<file path="config.mk">
export PLATFORM = sky130hd
export DESIGN_NAME = fpr_result_unit
export DESIGN_NICKNAME = d
export VERILOG_FILES = /design/src/include/fpr_pkg.sv /design/src/logic/fpr_round.sv /design/src/logic/fpr_result_unit.sv
export SDC_FILE = /design/constraint.sdc
export NUM_CORES = 2
export LEC_CHECK = 0
export ABC_AREA = 1
export BUFFER_PORTS_ARGS = -buffer_cell sky130_fd_sc_hd__buf_2
export CAP_MARGIN = 25
export CORE_ASPECT_RATIO = 1.5
export CORE_MARGIN = 8
export CORE_UTILIZATION = 46
export CTS_BUF_LIST = sky130_fd_sc_hd__clkbuf_2 sky130_fd_sc_hd__clkbuf_4 sky130_fd_sc_hd__clkbuf_8
export DETAILED_ROUTE_END_ITERATION = 10
export GPL_TIMING_DRIVEN = 0
export PLACE_DENSITY = 0.66
export SETUP_SLACK_MARGIN = 0.05
export SLEW_MARGIN = 20
export SYNTH_ARGS = -nofsm -noshare
export SYNTH_HDL_FRONTEND = slang
export SYNTH_SLANG_ARGS = --single-unit
</file>
<file path="constraint.sdc">
create_clock -name CLOCK -period 18.3 [get_ports CLOCK]
set_input_delay 1.83 -clock CLOCK [delete_from_list [all_inputs] [get_ports CLOCK]]
set_output_delay 1.83 -clock CLOCK [all_outputs]
set_load 0.1 [all_outputs]
</file>
<file path="src/include/fpr_pkg.sv">
/*
  Constants, register map and state type of the single-precision result unit.
  Assumes a 32-bit classic Wishbone slave with byte addresses on an 8-bit address.
*/
package fpr_pkg;
  // ----------------------------------------
  // Register map
  // ----------------------------------------
  localparam int         ADR_W        = 8;
  localparam logic [7:0] ADR_OPA      = 8'h00;
  localparam logic [7:0] ADR_OPB      = 8'h04;
  localparam logic [7:0] ADR_CTRL     = 8'h08;
  localparam logic [7:0] ADR_RESULT   = 8'h0C;
  localparam logic [7:0] ADR_FLAGS    = 8'h10;
  localparam logic [7:0] ADR_IRQ_STAT = 8'h14;
  localparam logic [7:0] ADR_IRQ_MASK = 8'h18;

  // ----------------------------------------
  // Operation codes, CTRL bits 2:0
  // ----------------------------------------
  localparam logic [2:0] OP_ADD   = 3'h0;
  localparam logic [2:0] OP_SUB   = 3'h1;
  localparam logic [2:0] OP_MUL   = 3'h2;
  localparam logic [2:0] OP_DIV   = 3'h3;
  localparam logic [2:0] OP_CMP   = 3'h4;
  localparam logic [2:0] OP_FIX16 = 3'h5;
  localparam logic [2:0] OP_FIX32 = 3'h6;

  // ----------------------------------------
  // Field positions
  // ----------------------------------------
  localparam int FLG_BUSY = 0;
  localparam int FLG_ZERO = 1;
  localparam int FLG_ERR  = 2;
  localparam int FLG_OVF  = 3;
  localparam int FLG_UNF  = 4;
  localparam int IRQ_DONE = 0;
  localparam int IRQ_ERR  = 1;
  localparam int IRQ_OVF  = 2;
  localparam int IRQ_UNF  = 3;
  localparam int IRQ_W    = 4;
  localparam int CMP_EQ   = 0;
  localparam int CMP_NE   = 1;
  localparam int CMP_LT   = 2;
  localparam int CMP_LE   = 3;
  localparam int CMP_GT   = 4;
  localparam int CMP_GE   = 5;
  localparam int SIGN_BIT = 31;
  localparam int EXP_HI   = 30;
  localparam int EXP_LO   = 23;
  localparam int MAN_HI   = 22;

  // ----------------------------------------
  // Values and counts
  // ----------------------------------------
  localparam logic [7:0]        EXP_ONES   = 8'hFF;
  localparam logic [7:0]        EXP_INT_LO = 8'h7F;
  localparam logic [7:0]        EXP_INT_HI = 8'h9E;
  localparam logic signed [9:0] BIAS       = 10'sh07F;
  localparam logic signed [9:0] EXP_TOP    = 10'sh0FF;
  localparam logic [31:0]       NAN_WORD   = 32'h7FC0_0000;
  localparam logic [31:0]       ZERO_WORD  = 32'h0000_0000;
  localparam logic [31:0]       I16_POS    = 32'h0000_7FFF;
  localparam logic [31:0]       I16_NEG    = 32'h0000_8000;
  localparam logic [31:0]       I32_POS    = 32'h7FFF_FFFF;
  localparam logic [31:0]       I32_NEG    = 32'h8000_0000;
  localparam logic [4:0]        DIV_LAST   = 5'h19;
  localparam logic [3:0]        MASK_RESET = 4'h0;

  typedef enum logic [1:0] {
    FPR_IDLE   = 2'b00,
    FPR_EXEC   = 2'b01,
    FPR_DIVIDE = 2'b11,
    FPR_NORM   = 2'b10
  } fpr_state_t;
endpackage : fpr_pkg

</file>
<file path="src/logic/fpr_round.sv">
/*
  Rounding and packing of a normalised working mantissa into a single-precision word.
  Assumes bit 26 of the mantissa is the hidden one, bits 2:0 guard, round, sticky.
*/
`timescale 1ns/100ps
module fpr_round (
  input  wire logic              sign,
  input  wire logic signed [9:0] exp_in,
  input  wire logic [27:0]       mant,
  output logic [31:0]            word,
  output logic                   ovf,
  output logic                   unf
);
  logic                up;
  logic [24:0]         rnd;
  logic signed [9:0]   exp_r;

  always_comb begin
    up    = mant[2] & (mant[1] | mant[0] | mant[3]);
    rnd   = {1'b0, mant[26:3]} + {24'h00_0000, up};
    exp_r = rnd[24] ? exp_in + 10'sh001 : exp_in;
    ovf   = 1'b0;
    unf   = 1'b0;
    if (mant == 28'h000_0000) begin
      word = {sign, 31'h0000_0000};
    end else if (exp_r >= fpr_pkg::EXP_TOP) begin
      word = {sign, fpr_pkg::EXP_ONES, 23'h00_0000};
      ovf  = 1'b1;
    end else if (exp_r <= 10'sh000) begin
      word = {sign, 31'h0000_0000};
      unf  = 1'b1;
    end else begin
      word = {sign, exp_r[7:0], rnd[24] ? rnd[23:1] : rnd[22:0]};
    end
  end
endmodule : fpr_round

</file>
<file path="src/logic/fpr_result_unit.sv">
/*
  Single-precision arithmetic, compare and float-to-integer unit behind a Wishbone slave.
  Assumes a classic Wishbone master on CLOCK and software that polls busy or waits for IRQ.
*/
`timescale 1ns/100ps
// Function
// - Not-a-number has exponent 255 and a nonzero mantissa.
// - Inexact results round to nearest, ties to even last bit.
// - Too large magnitude gives signed infinity and sets overflow.
// - Too small magnitude gives signed zero and sets underflow.
// - Invalid infinity sums, zero times infinity, 0/0, inf/inf give not-a-number.
// - Positive zero plus negative zero is positive zero.
// - Difference of same-signed zeros is positive zero.
// - Any not-a-number operand of add, subtract, multiply or divide yields not-a-number.
// - Comparisons treat both zeros as equal.
// - With not-a-number, only not-equal is true.
// - Float results set the zero flag only when exponent and mantissa are zero; compare sets it when equal.
// - Integer conversion overflow gives an undefined value.
// - Float-to-integer truncates toward zero.
// - 16-bit conversion errors on not-a-number or out-of-range integer.
module fpr_result_unit (
  input  wire logic        CLOCK,
  input  wire logic        ARST_N,
  input  wire logic        WB_CYC_I,
  input  wire logic        WB_STB_I,
  input  wire logic        WB_WE_I,
  input  wire logic [7:0]  WB_ADR_I,
  input  wire logic [3:0]  WB_SEL_I,
  input  wire logic [31:0] WB_DAT_I,
  output logic [31:0]      WB_DAT_O,
  output logic             WB_ACK_O,
  output logic             IRQ
);
  // ----------------------------------------
  // Reset release and bus
  // ----------------------------------------
  logic [1:0]  rst_sync;
  logic        rst_n;
  always_ff @(posedge CLOCK or negedge ARST_N) begin
    if (!ARST_N) rst_sync <= 2'b00;
    else rst_sync <= {rst_sync[0], 1'b1};
  end
  assign rst_n = rst_sync[1];

  fpr_pkg::fpr_state_t state;
  logic [31:0] opa, opb, result, rd_mux;
  logic [2:0]  op;
  logic        zero_f, err_f, ovf_f, unf_f, done_p;
  logic [3:0]  irq_stat, irq_mask;
  logic        req, wr_go, start;

  function automatic logic [31:0] merge(input logic [31:0] old, input logic [31:0] din, input logic [3:0] sel);
    logic [31:0] m;
    m = old;
    for (int i = 0; i < 4; i++) if (sel[i]) m[8*i +: 8] = din[8*i +: 8];
    return m;
  endfunction : merge

  assign req   = WB_CYC_I & WB_STB_I;
  assign wr_go = req & WB_WE_I & WB_ACK_O;
  assign start = wr_go & (WB_ADR_I == fpr_pkg::ADR_CTRL) & WB_SEL_I[0] & (state == fpr_pkg::FPR_IDLE);

  always_comb begin
    if (WB_ADR_I == fpr_pkg::ADR_OPA) rd_mux = opa;
    else if (WB_ADR_I == fpr_pkg::ADR_OPB) rd_mux = opb;
    else if (WB_ADR_I == fpr_pkg::ADR_CTRL) rd_mux = {29'h0000_0000, op};
    else if (WB_ADR_I == fpr_pkg::ADR_RESULT) rd_mux = result;
    else if (WB_ADR_I == fpr_pkg::ADR_FLAGS)
      rd_mux = {27'h000_0000, unf_f, ovf_f, err_f, zero_f, state != fpr_pkg::FPR_IDLE};
    else if (WB_ADR_I == fpr_pkg::ADR_IRQ_STAT) rd_mux = {28'h000_0000, irq_stat};
    else if (WB_ADR_I == fpr_pkg::ADR_IRQ_MASK) rd_mux = {28'h000_0000, irq_mask};
    else rd_mux = fpr_pkg::ZERO_WORD;
  end

  // Ack one cycle after the request, dropped the cycle after
  always_ff @(posedge CLOCK or negedge rst_n) begin
    if (!rst_n) begin
      WB_ACK_O <= 1'b0;
      WB_DAT_O <= fpr_pkg::ZERO_WORD;
    end else begin
      WB_ACK_O <= req & ~WB_ACK_O;
      if (req & ~WB_ACK_O) WB_DAT_O <= rd_mux;
    end
  end

  // Operands are locked while busy so a divide sees stable inputs
  always_ff @(posedge CLOCK or negedge rst_n) begin
    if (!rst_n) begin
      opa      <= fpr_pkg::ZERO_WORD;
      opb      <= fpr_pkg::ZERO_WORD;
      irq_mask <= fpr_pkg::MASK_RESET;
    end else if (wr_go) begin
      if (WB_ADR_I == fpr_pkg::ADR_OPA && state == fpr_pkg::FPR_IDLE) opa <= merge(opa, WB_DAT_I, WB_SEL_I);
      else if (WB_ADR_I == fpr_pkg::ADR_OPB && state == fpr_pkg::FPR_IDLE) opb <= merge(opb, WB_DAT_I, WB_SEL_I);
      else if (WB_ADR_I == fpr_pkg::ADR_IRQ_MASK && WB_SEL_I[0]) irq_mask <= WB_DAT_I[3:0];
    end
  end

  // ----------------------------------------
  // Operand decode
  // ----------------------------------------
  logic              a_s, b_s, bs, a_zero, b_zero, a_inf, b_inf, a_nan, b_nan, ps;
  logic [7:0]        a_exp, b_exp;
  logic [23:0]       a_m, b_m;
  logic signed [9:0] ea, eb;
  assign a_s    = opa[fpr_pkg::SIGN_BIT];
  assign b_s    = opb[fpr_pkg::SIGN_BIT];
  assign a_exp  = opa[fpr_pkg::EXP_HI:fpr_pkg::EXP_LO];
  assign b_exp  = opb[fpr_pkg::EXP_HI:fpr_pkg::EXP_LO];
  // Subnormal operands are flushed to signed zero in arithmetic
  assign a_zero = (a_exp == 8'h00);
  assign b_zero = (b_exp == 8'h00);
  assign a_inf  = (a_exp == fpr_pkg::EXP_ONES) && (opa[fpr_pkg::MAN_HI:0] == 23'h00_0000);
  assign b_inf  = (b_exp == fpr_pkg::EXP_ONES) && (opb[fpr_pkg::MAN_HI:0] == 23'h00_0000);
  assign a_nan  = (a_exp == fpr_pkg::EXP_ONES) && !a_inf;
  assign b_nan  = (b_exp == fpr_pkg::EXP_ONES) && !b_inf;
  assign a_m    = {~a_zero, opa[fpr_pkg::MAN_HI:0]};
  assign b_m    = {~b_zero, opb[fpr_pkg::MAN_HI:0]};
  assign ea     = $signed({2'b00, a_exp});
  assign eb     = $signed({2'b00, b_exp});
  assign bs     = b_s ^ (op == fpr_pkg::OP_SUB);
  assign ps     = a_s ^ b_s;

  // ----------------------------------------
  // Add, multiply, compare and convert paths
  // ----------------------------------------
  logic        a_big, stk, add_sign, eq, lt;
  logic [7:0]  d;
  logic [27:0] big_x, sm_x, al, sum;
  logic [47:0] prod;
  logic [54:0] f_wide;
  logic [31:0] f_mag, f_int;
  logic [5:0]  cmp;

  always_comb begin
    a_big = opa[30:0] >= opb[30:0];
    big_x = {1'b0, a_big ? a_m : b_m, 3'b000};
    sm_x  = {1'b0, a_big ? b_m : a_m, 3'b000};
    d     = a_big ? a_exp - b_exp : b_exp - a_exp;
    // keep a sticky bit of what is shifted out
    stk   = (d > 8'h1B) ? |sm_x : |(sm_x & ~(28'hFFF_FFFF << d));
    al    = ((d > 8'h1B) ? 28'h000_0000 : sm_x >> d) | {27'h000_0000, stk};
    sum   = (a_s == bs) ? big_x + al : big_x - al;
    add_sign = (sum == 28'h000_0000) ? 1'b0 : (a_big ? a_s : bs);
    prod  = a_m * b_m;
    eq    = (opa == opb) || (opa[30:0] == 31'h0000_0000 && opb[30:0] == 31'h0000_0000);
    lt    = !eq && ((a_s != b_s) ? a_s : (a_s ? opa[30:0] > opb[30:0] : opa[30:0] < opb[30:0]));
    cmp   = 6'h00;
    if (a_nan || b_nan) cmp[fpr_pkg::CMP_NE] = 1'b1;
    else begin
      cmp[fpr_pkg::CMP_EQ] = eq;
      cmp[fpr_pkg::CMP_NE] = !eq;
      cmp[fpr_pkg::CMP_LT] = lt;
      cmp[fpr_pkg::CMP_LE] = lt | eq;
      cmp[fpr_pkg::CMP_GT] = !lt & !eq;
      cmp[fpr_pkg::CMP_GE] = !lt;
    end
    f_wide = {31'h0000_0000, a_m} << 5'(a_exp - fpr_pkg::EXP_INT_LO);
    f_mag  = (a_exp < fpr_pkg::EXP_INT_LO) ? fpr_pkg::ZERO_WORD : f_wide[54:23];
    f_int  = a_s ? ~f_mag + 32'h0000_0001 : f_mag;
  end

  // ----------------------------------------
  // Results settled in one cycle
  // ----------------------------------------
  logic        ex_fin, ex_err, ex_zero;
  logic [31:0] ex_word;
  always_comb begin
    ex_fin  = 1'b1;
    ex_err  = 1'b0;
    ex_word = fpr_pkg::NAN_WORD;
    if (op == fpr_pkg::OP_CMP) ex_word = {26'h000_0000, cmp};
    else if (op == fpr_pkg::OP_FIX16) begin
      ex_word = {{16{f_int[15]}}, f_int[15:0]};
      ex_err  = a_nan || a_exp > fpr_pkg::EXP_INT_HI
                || (a_s ? f_mag > fpr_pkg::I16_NEG : f_mag > fpr_pkg::I16_POS);
    end else if (op == fpr_pkg::OP_FIX32) begin
      // out of range value left undefined
      ex_word = f_int;
      ex_err  = a_nan || a_exp > fpr_pkg::EXP_INT_HI
                || (a_s ? f_mag > fpr_pkg::I32_NEG : f_mag > fpr_pkg::I32_POS);
    end else if (a_nan || b_nan) ex_err = 1'b1;
    else begin
      case (op)
        fpr_pkg::OP_ADD, fpr_pkg::OP_SUB: begin
          if (a_inf && b_inf && (a_s ^ bs)) ex_err = 1'b1;
          else if (a_inf) ex_word = {a_s, fpr_pkg::EXP_ONES, 23'h00_0000};
          else if (b_inf) ex_word = {bs, fpr_pkg::EXP_ONES, 23'h00_0000};
          else if (a_zero && b_zero) ex_word = {a_s & bs, 31'h0000_0000};
          else if (a_zero) ex_word = {bs, opb[30:0]};
          else if (b_zero) ex_word = opa;
          else ex_fin = 1'b0;
        end
        fpr_pkg::OP_MUL: begin
          if ((a_inf && b_zero) || (a_zero && b_inf)) ex_err = 1'b1;
          else if (a_inf || b_inf) ex_word = {ps, fpr_pkg::EXP_ONES, 23'h00_0000};
          else if (a_zero || b_zero) ex_word = {ps, 31'h0000_0000};
          else ex_fin = 1'b0;
        end
        fpr_pkg::OP_DIV: begin
          if ((a_zero && b_zero) || (a_inf && b_inf)) ex_err = 1'b1;
          else if (a_inf || b_zero) ex_word = {ps, fpr_pkg::EXP_ONES, 23'h00_0000};
          else if (a_zero || b_inf) ex_word = {ps, 31'h0000_0000};
          else ex_fin = 1'b0;
        end
        default: ex_err = 1'b1;
      endcase
    end
    // float zero needs zero exponent and mantissa
    if (op == fpr_pkg::OP_CMP) ex_zero = cmp[fpr_pkg::CMP_EQ];
    else if (op == fpr_pkg::OP_FIX16 || op == fpr_pkg::OP_FIX32) ex_zero = (ex_word == fpr_pkg::ZERO_WORD);
    else ex_zero = (ex_word[30:0] == 31'h0000_0000);
  end

  // ----------------------------------------
  // Sequencer: divide, normalise, round
  // ----------------------------------------
  logic [27:0]       mant;
  logic signed [9:0] wexp;
  logic              wsign, qbit, norm_end, r_ovf, r_unf;
  logic [24:0]       rem, diff;
  logic [4:0]        steps;
  logic [31:0]       r_word;

  assign diff     = rem - {1'b0, b_m};
  assign qbit     = !diff[24];
  assign norm_end = !mant[27] && !(mant != 28'h000_0000 && !mant[26] && wexp > 10'sh000);

  fpr_round u_round (
    .sign   (wsign),
    .exp_in (wexp),
    .mant   (mant),
    .word   (r_word),
    .ovf    (r_ovf),
    .unf    (r_unf)
  );

  always_ff @(posedge CLOCK or negedge rst_n) begin
    if (!rst_n) begin
      state  <= fpr_pkg::FPR_IDLE;
      op     <= fpr_pkg::OP_ADD;
      result <= fpr_pkg::ZERO_WORD;
      {zero_f, err_f, ovf_f, unf_f, done_p, wsign} <= 6'h00;
      mant   <= 28'h000_0000;
      wexp   <= 10'sh000;
      rem    <= 25'h000_0000;
      steps  <= 5'h00;
    end else begin
      done_p <= 1'b0;
      case (state)
        fpr_pkg::FPR_IDLE: if (start) begin
          op    <= WB_DAT_I[2:0];
          state <= fpr_pkg::FPR_EXEC;
        end
        fpr_pkg::FPR_EXEC: if (ex_fin) begin
          result <= ex_word;
          {zero_f, err_f, ovf_f, unf_f, done_p} <= {ex_zero, ex_err, 3'b001};
          state  <= fpr_pkg::FPR_IDLE;
        end else if (op == fpr_pkg::OP_DIV) begin
          {wsign, wexp, rem, steps} <= {ps, ea - eb + fpr_pkg::BIAS, 1'b0, a_m, 5'h00};
          state <= fpr_pkg::FPR_DIVIDE;
        end else if (op == fpr_pkg::OP_MUL) begin
          {wsign, wexp, mant} <= {ps, ea + eb - fpr_pkg::BIAS, prod[47:21], |prod[20:0]};
          state <= fpr_pkg::FPR_NORM;
        end else begin
          {wsign, wexp, mant} <= {add_sign, a_big ? ea : eb, sum};
          state <= fpr_pkg::FPR_NORM;
        end
        fpr_pkg::FPR_DIVIDE: begin
          rem   <= qbit ? {diff[23:0], 1'b0} : {rem[23:0], 1'b0};
          steps <= steps + 5'h01;
          // Restoring divide; the last step folds the remainder into sticky
          if (steps == fpr_pkg::DIV_LAST) begin
            mant  <= {1'b0, mant[24:0], qbit, qbit ? diff != 25'h000_0000 : rem != 25'h000_0000};
            state <= fpr_pkg::FPR_NORM;
          end else mant <= {mant[26:0], qbit};
        end
        default: begin
          // One bit per cycle keeps the shifter small at the cost of latency
          if (mant[27]) begin
            mant <= {1'b0, mant[27:2], mant[1] | mant[0]};
            wexp <= wexp + 10'sh001;
          end else if (!norm_end) begin
            mant <= {mant[26:0], 1'b0};
            wexp <= wexp - 10'sh001;
          end else begin
            result <= r_word;
            {zero_f, err_f, ovf_f, unf_f, done_p} <= {r_word[30:0] == 31'h0000_0000, 1'b0, r_ovf, r_unf, 1'b1};
            state  <= fpr_pkg::FPR_IDLE;
          end
        end
      endcase
    end
  end

  // ----------------------------------------
  // Interrupts
  // ----------------------------------------
  logic [3:0] evt, w1c;
  assign evt = {done_p & unf_f, done_p & ovf_f, done_p & err_f, done_p};
  assign w1c = (wr_go && WB_ADR_I == fpr_pkg::ADR_IRQ_STAT && WB_SEL_I[0]) ? WB_DAT_I[3:0] : 4'h0;
  always_ff @(posedge CLOCK or negedge rst_n) begin
    if (!rst_n) begin
      irq_stat <= 4'h0;
      IRQ      <= 1'b0;
    end else begin
      // Set wins over a clear in the same cycle
      irq_stat <= (irq_stat & ~w1c) | evt;
      IRQ      <= |(irq_stat & irq_mask);
    end
  end

  logic ex_arith, both_z;
  assign ex_arith = (state == fpr_pkg::FPR_EXEC) && (op <= fpr_pkg::OP_DIV);
  assign both_z   = opa[30:0] == 31'h0000_0000 && opb[30:0] == 31'h0000_0000;
endmodule : fpr_result_unit

</file>
==> run metrics <==
Routed wire per std cell=~28 um; Area Growth Syn to Fin=7.29%; crit path from=opb[4]; Crit path top cell by count=nand2_1; Fmax achieved=slightly above 90 MHz; Top-Level Pins=83; Synth area leaders=fa_1 (22%), nand2_1 (15%), dfrtp_1 (13%), inv_1 (11%), ha_1 (9.7%); Final Non-Filler Cells=7,895; synth unique cells=67; Critical-path top delay cell=inv_1; total track usage=0.414; Power Dens Cells=between 40 and 50 mW/mm2; Clock Path Buffers=3; vias in the first global route=approximately 47k; nature of the critical path startpoint=flip-flop; # port buffers=a little over 80; synth warn=0; vias=~47k; Util after Layout=0.497; first-pass GRT wire length=around 320 mm; r2r startpoint=opb[4]; # DRC=0; Rel. slew slack=0.239; Core ar.=between 0.09 and 0.1 mm2; largest net degree at the start of global routing=54; CP Buf/Inv Count=9; FF+latch count, synth=219; CP max stage delay=0.65 ns; Initial Util=0.463; most common cell after layout, fill and taps aside=nand2_1; flop2flop setup slack=7.30 ns; vias per std cell=5.99; WHS=roughly 0.33 ns; Tcrit/Tclk final=0.601; register area share after synthesis=0.126; most frequent cells in the layout=nand2_1 (1,693), inv_1 (1,238), fa_1 (487); max cap viols=0; status=completed; post-layout minimum cycle time=between 10 and 15 ns; Worst Skew=about 0.032 ns; area of the multi-input gates=roughly 0.032 mm2; register area=around 0.0055 mm2; Pins Over Slew Limit=0; drt pass-1 iters=6; RePlAce Congestion=1.11; RSZ-0062 raised after global routing=false; Clk Latency, worst-skew pair=~0.67 ns; Rows=around 140; dpl cells=slightly below 8k; Critical Path AT=11.55 ns; Clock transition at path regs=0.07 ns; total CTS buffers=37; Mapped Area=approximately 0.044 mm2; Cells after Synth=around 6.5k; setup_tns=0 ns; Tightest Pin Transition=~1.1 ns; IR drop worst, VDD=between 60 and 70 uV; setup violators final=0; Final Hold Fails=0; Main synth FF type=dfrtp_1; height of the chip=a little under 400 um; H-Tree Depth=2; Pwr Total=0.00196 W; hpwl dp=roughly 180 mm; Synth area leader=fa_1; Worst Hold Class=flip-flop to async pin; die area=0.105 mm2; family with the most delay on the worst path=buffers and inverters; WL final=221 mm; Worst EP required=18.85 ns; synthesized net count=between 7k and 8k; Detail Route Antenna Nets=0; die span in x=268 um; layout cell share with drive strength beyond 1=0.0424; Clock Sinks=219; fillers=9,897; asr flop ratio synth=1.00; reg2reg end=wsign; area share of the largest cell type after synthesis=0.223; final net count=7,467; cells on worst reg2reg path=46; CP Capture Type=flip-flop; clock root cell=clkbuf_8; Crit Path Category=flip-flop to flip-flop; CTS tree=done; hold buffer count at cts=0; remaining global-route overflow=0; initial antenna violation count=22; Crit Path Max Fanout=10; EDFF count, synth=0; DR iter-0 viols=4,863; # Post-CTS Setup Buffers=0; Lkg Pwr=between 20 and 25 nW; Synth Area per Inst=6.77 um2; post-CTS sizing=0
power by group:
part / leakage [nW] / switching (W) / internal [W]
combinational: 21.6 / 0.000610 / 0.000198
clock: 0.426 / 0.000257 / 0.000258
sequential: 2.82 / 0.0000766 / 0.000557
total: 24.8 / 0.000944 / 0.00101
flip-flops by register name (all words and copies together), names as in the netlist, 2 cells and up:
register,count
irq_mask,4
rem,25
mant,28
wexp,10
state,2
WB_DAT_O,32
opb,32
steps,5
rst_sync,2
irq_stat,4
op,3
result,32
opa,32
kinds of logic after synthesis:
group,after synthesis,synth area share
and+or+nand+nor,2655,0.249
buffers and inverters,1584,0.138
AOI/OAI and AO/OA,1038,0.140
adders and majority gates,826,0.320
DFF,219,0.126
xor gates and xnor gates,119,0.0243
muxes,9,0.00209
other,1,0.0000859
final cells by class:
| class | count | area share |
|---|---|---|
| multi-input combinational | 4648 | 0.687 |
| sequential | 219 | 0.117 |
| inverter | 1251 | 0.100 |
| tap | 1260 | 0.0337 |
| buffer | 333 | 0.0290 |
| clock buffer | 58 | 0.0156 |
| timing repair buffer | 102 | 0.0150 |
| clock inverter | 9 | 0.00155 |
| antenna | 15 | 0.000801 |
worst max-delay path by stage:
stage	end	cells after the start
after floorplan	mant[27]	36
after detailed placement	wsign	45
after global routing	wsign	46
after CTS	wsign	45
after global placement	wsign	46
final	wsign	46
synthesized netlist by cell type (all sizes together) (2+ instances only):
master / count
a211oi: 9
a21boi: 12
a21o: 9
a21oi: 276
a221o: 4
a221oi: 8
a22oi: 53
a2bb2oi: 4
a311oi: 6
a31oi: 38
a32oi: 2
a41oi: 27
and2: 5
and3: 3
buf: 94
clkbuf: 239
clkinv: 7
dfrtp: 219
fa: 487
ha: 339
inv: 1244
mux2i: 8
nand2: 1701
nand3: 301
nand3b: 3
nand4: 90
nor2: 435
nor3: 72
nor4: 35
o2111ai: 8
o211ai: 62
o21a: 12
o21ai: 425
o21bai: 7
o221ai: 37
o22ai: 22
o311ai: 6
o31ai: 8
or2: 9
xnor2: 34
xor2: 85
per-stage QoR:
stage               instance area [um2]  worst slack (ns)
floorplan                         43700             11.10
global placement                  45600              7.36
detailed placement                46000              8.14
CTS                               46800              8.08
global route                      46800              7.01
finish                            46800              7.30
per-layer routing:
layer  share of wire  global-route usage  vias up
li1                -                   -    20600
met1            0.32               0.423    22600
met2            0.46               0.685     2977
met3           0.089              0.0944     1166
met4            0.13               0.415       10
met5         0.00033                   0        -
Note: power is estimated with default switching activity, not from simulation.
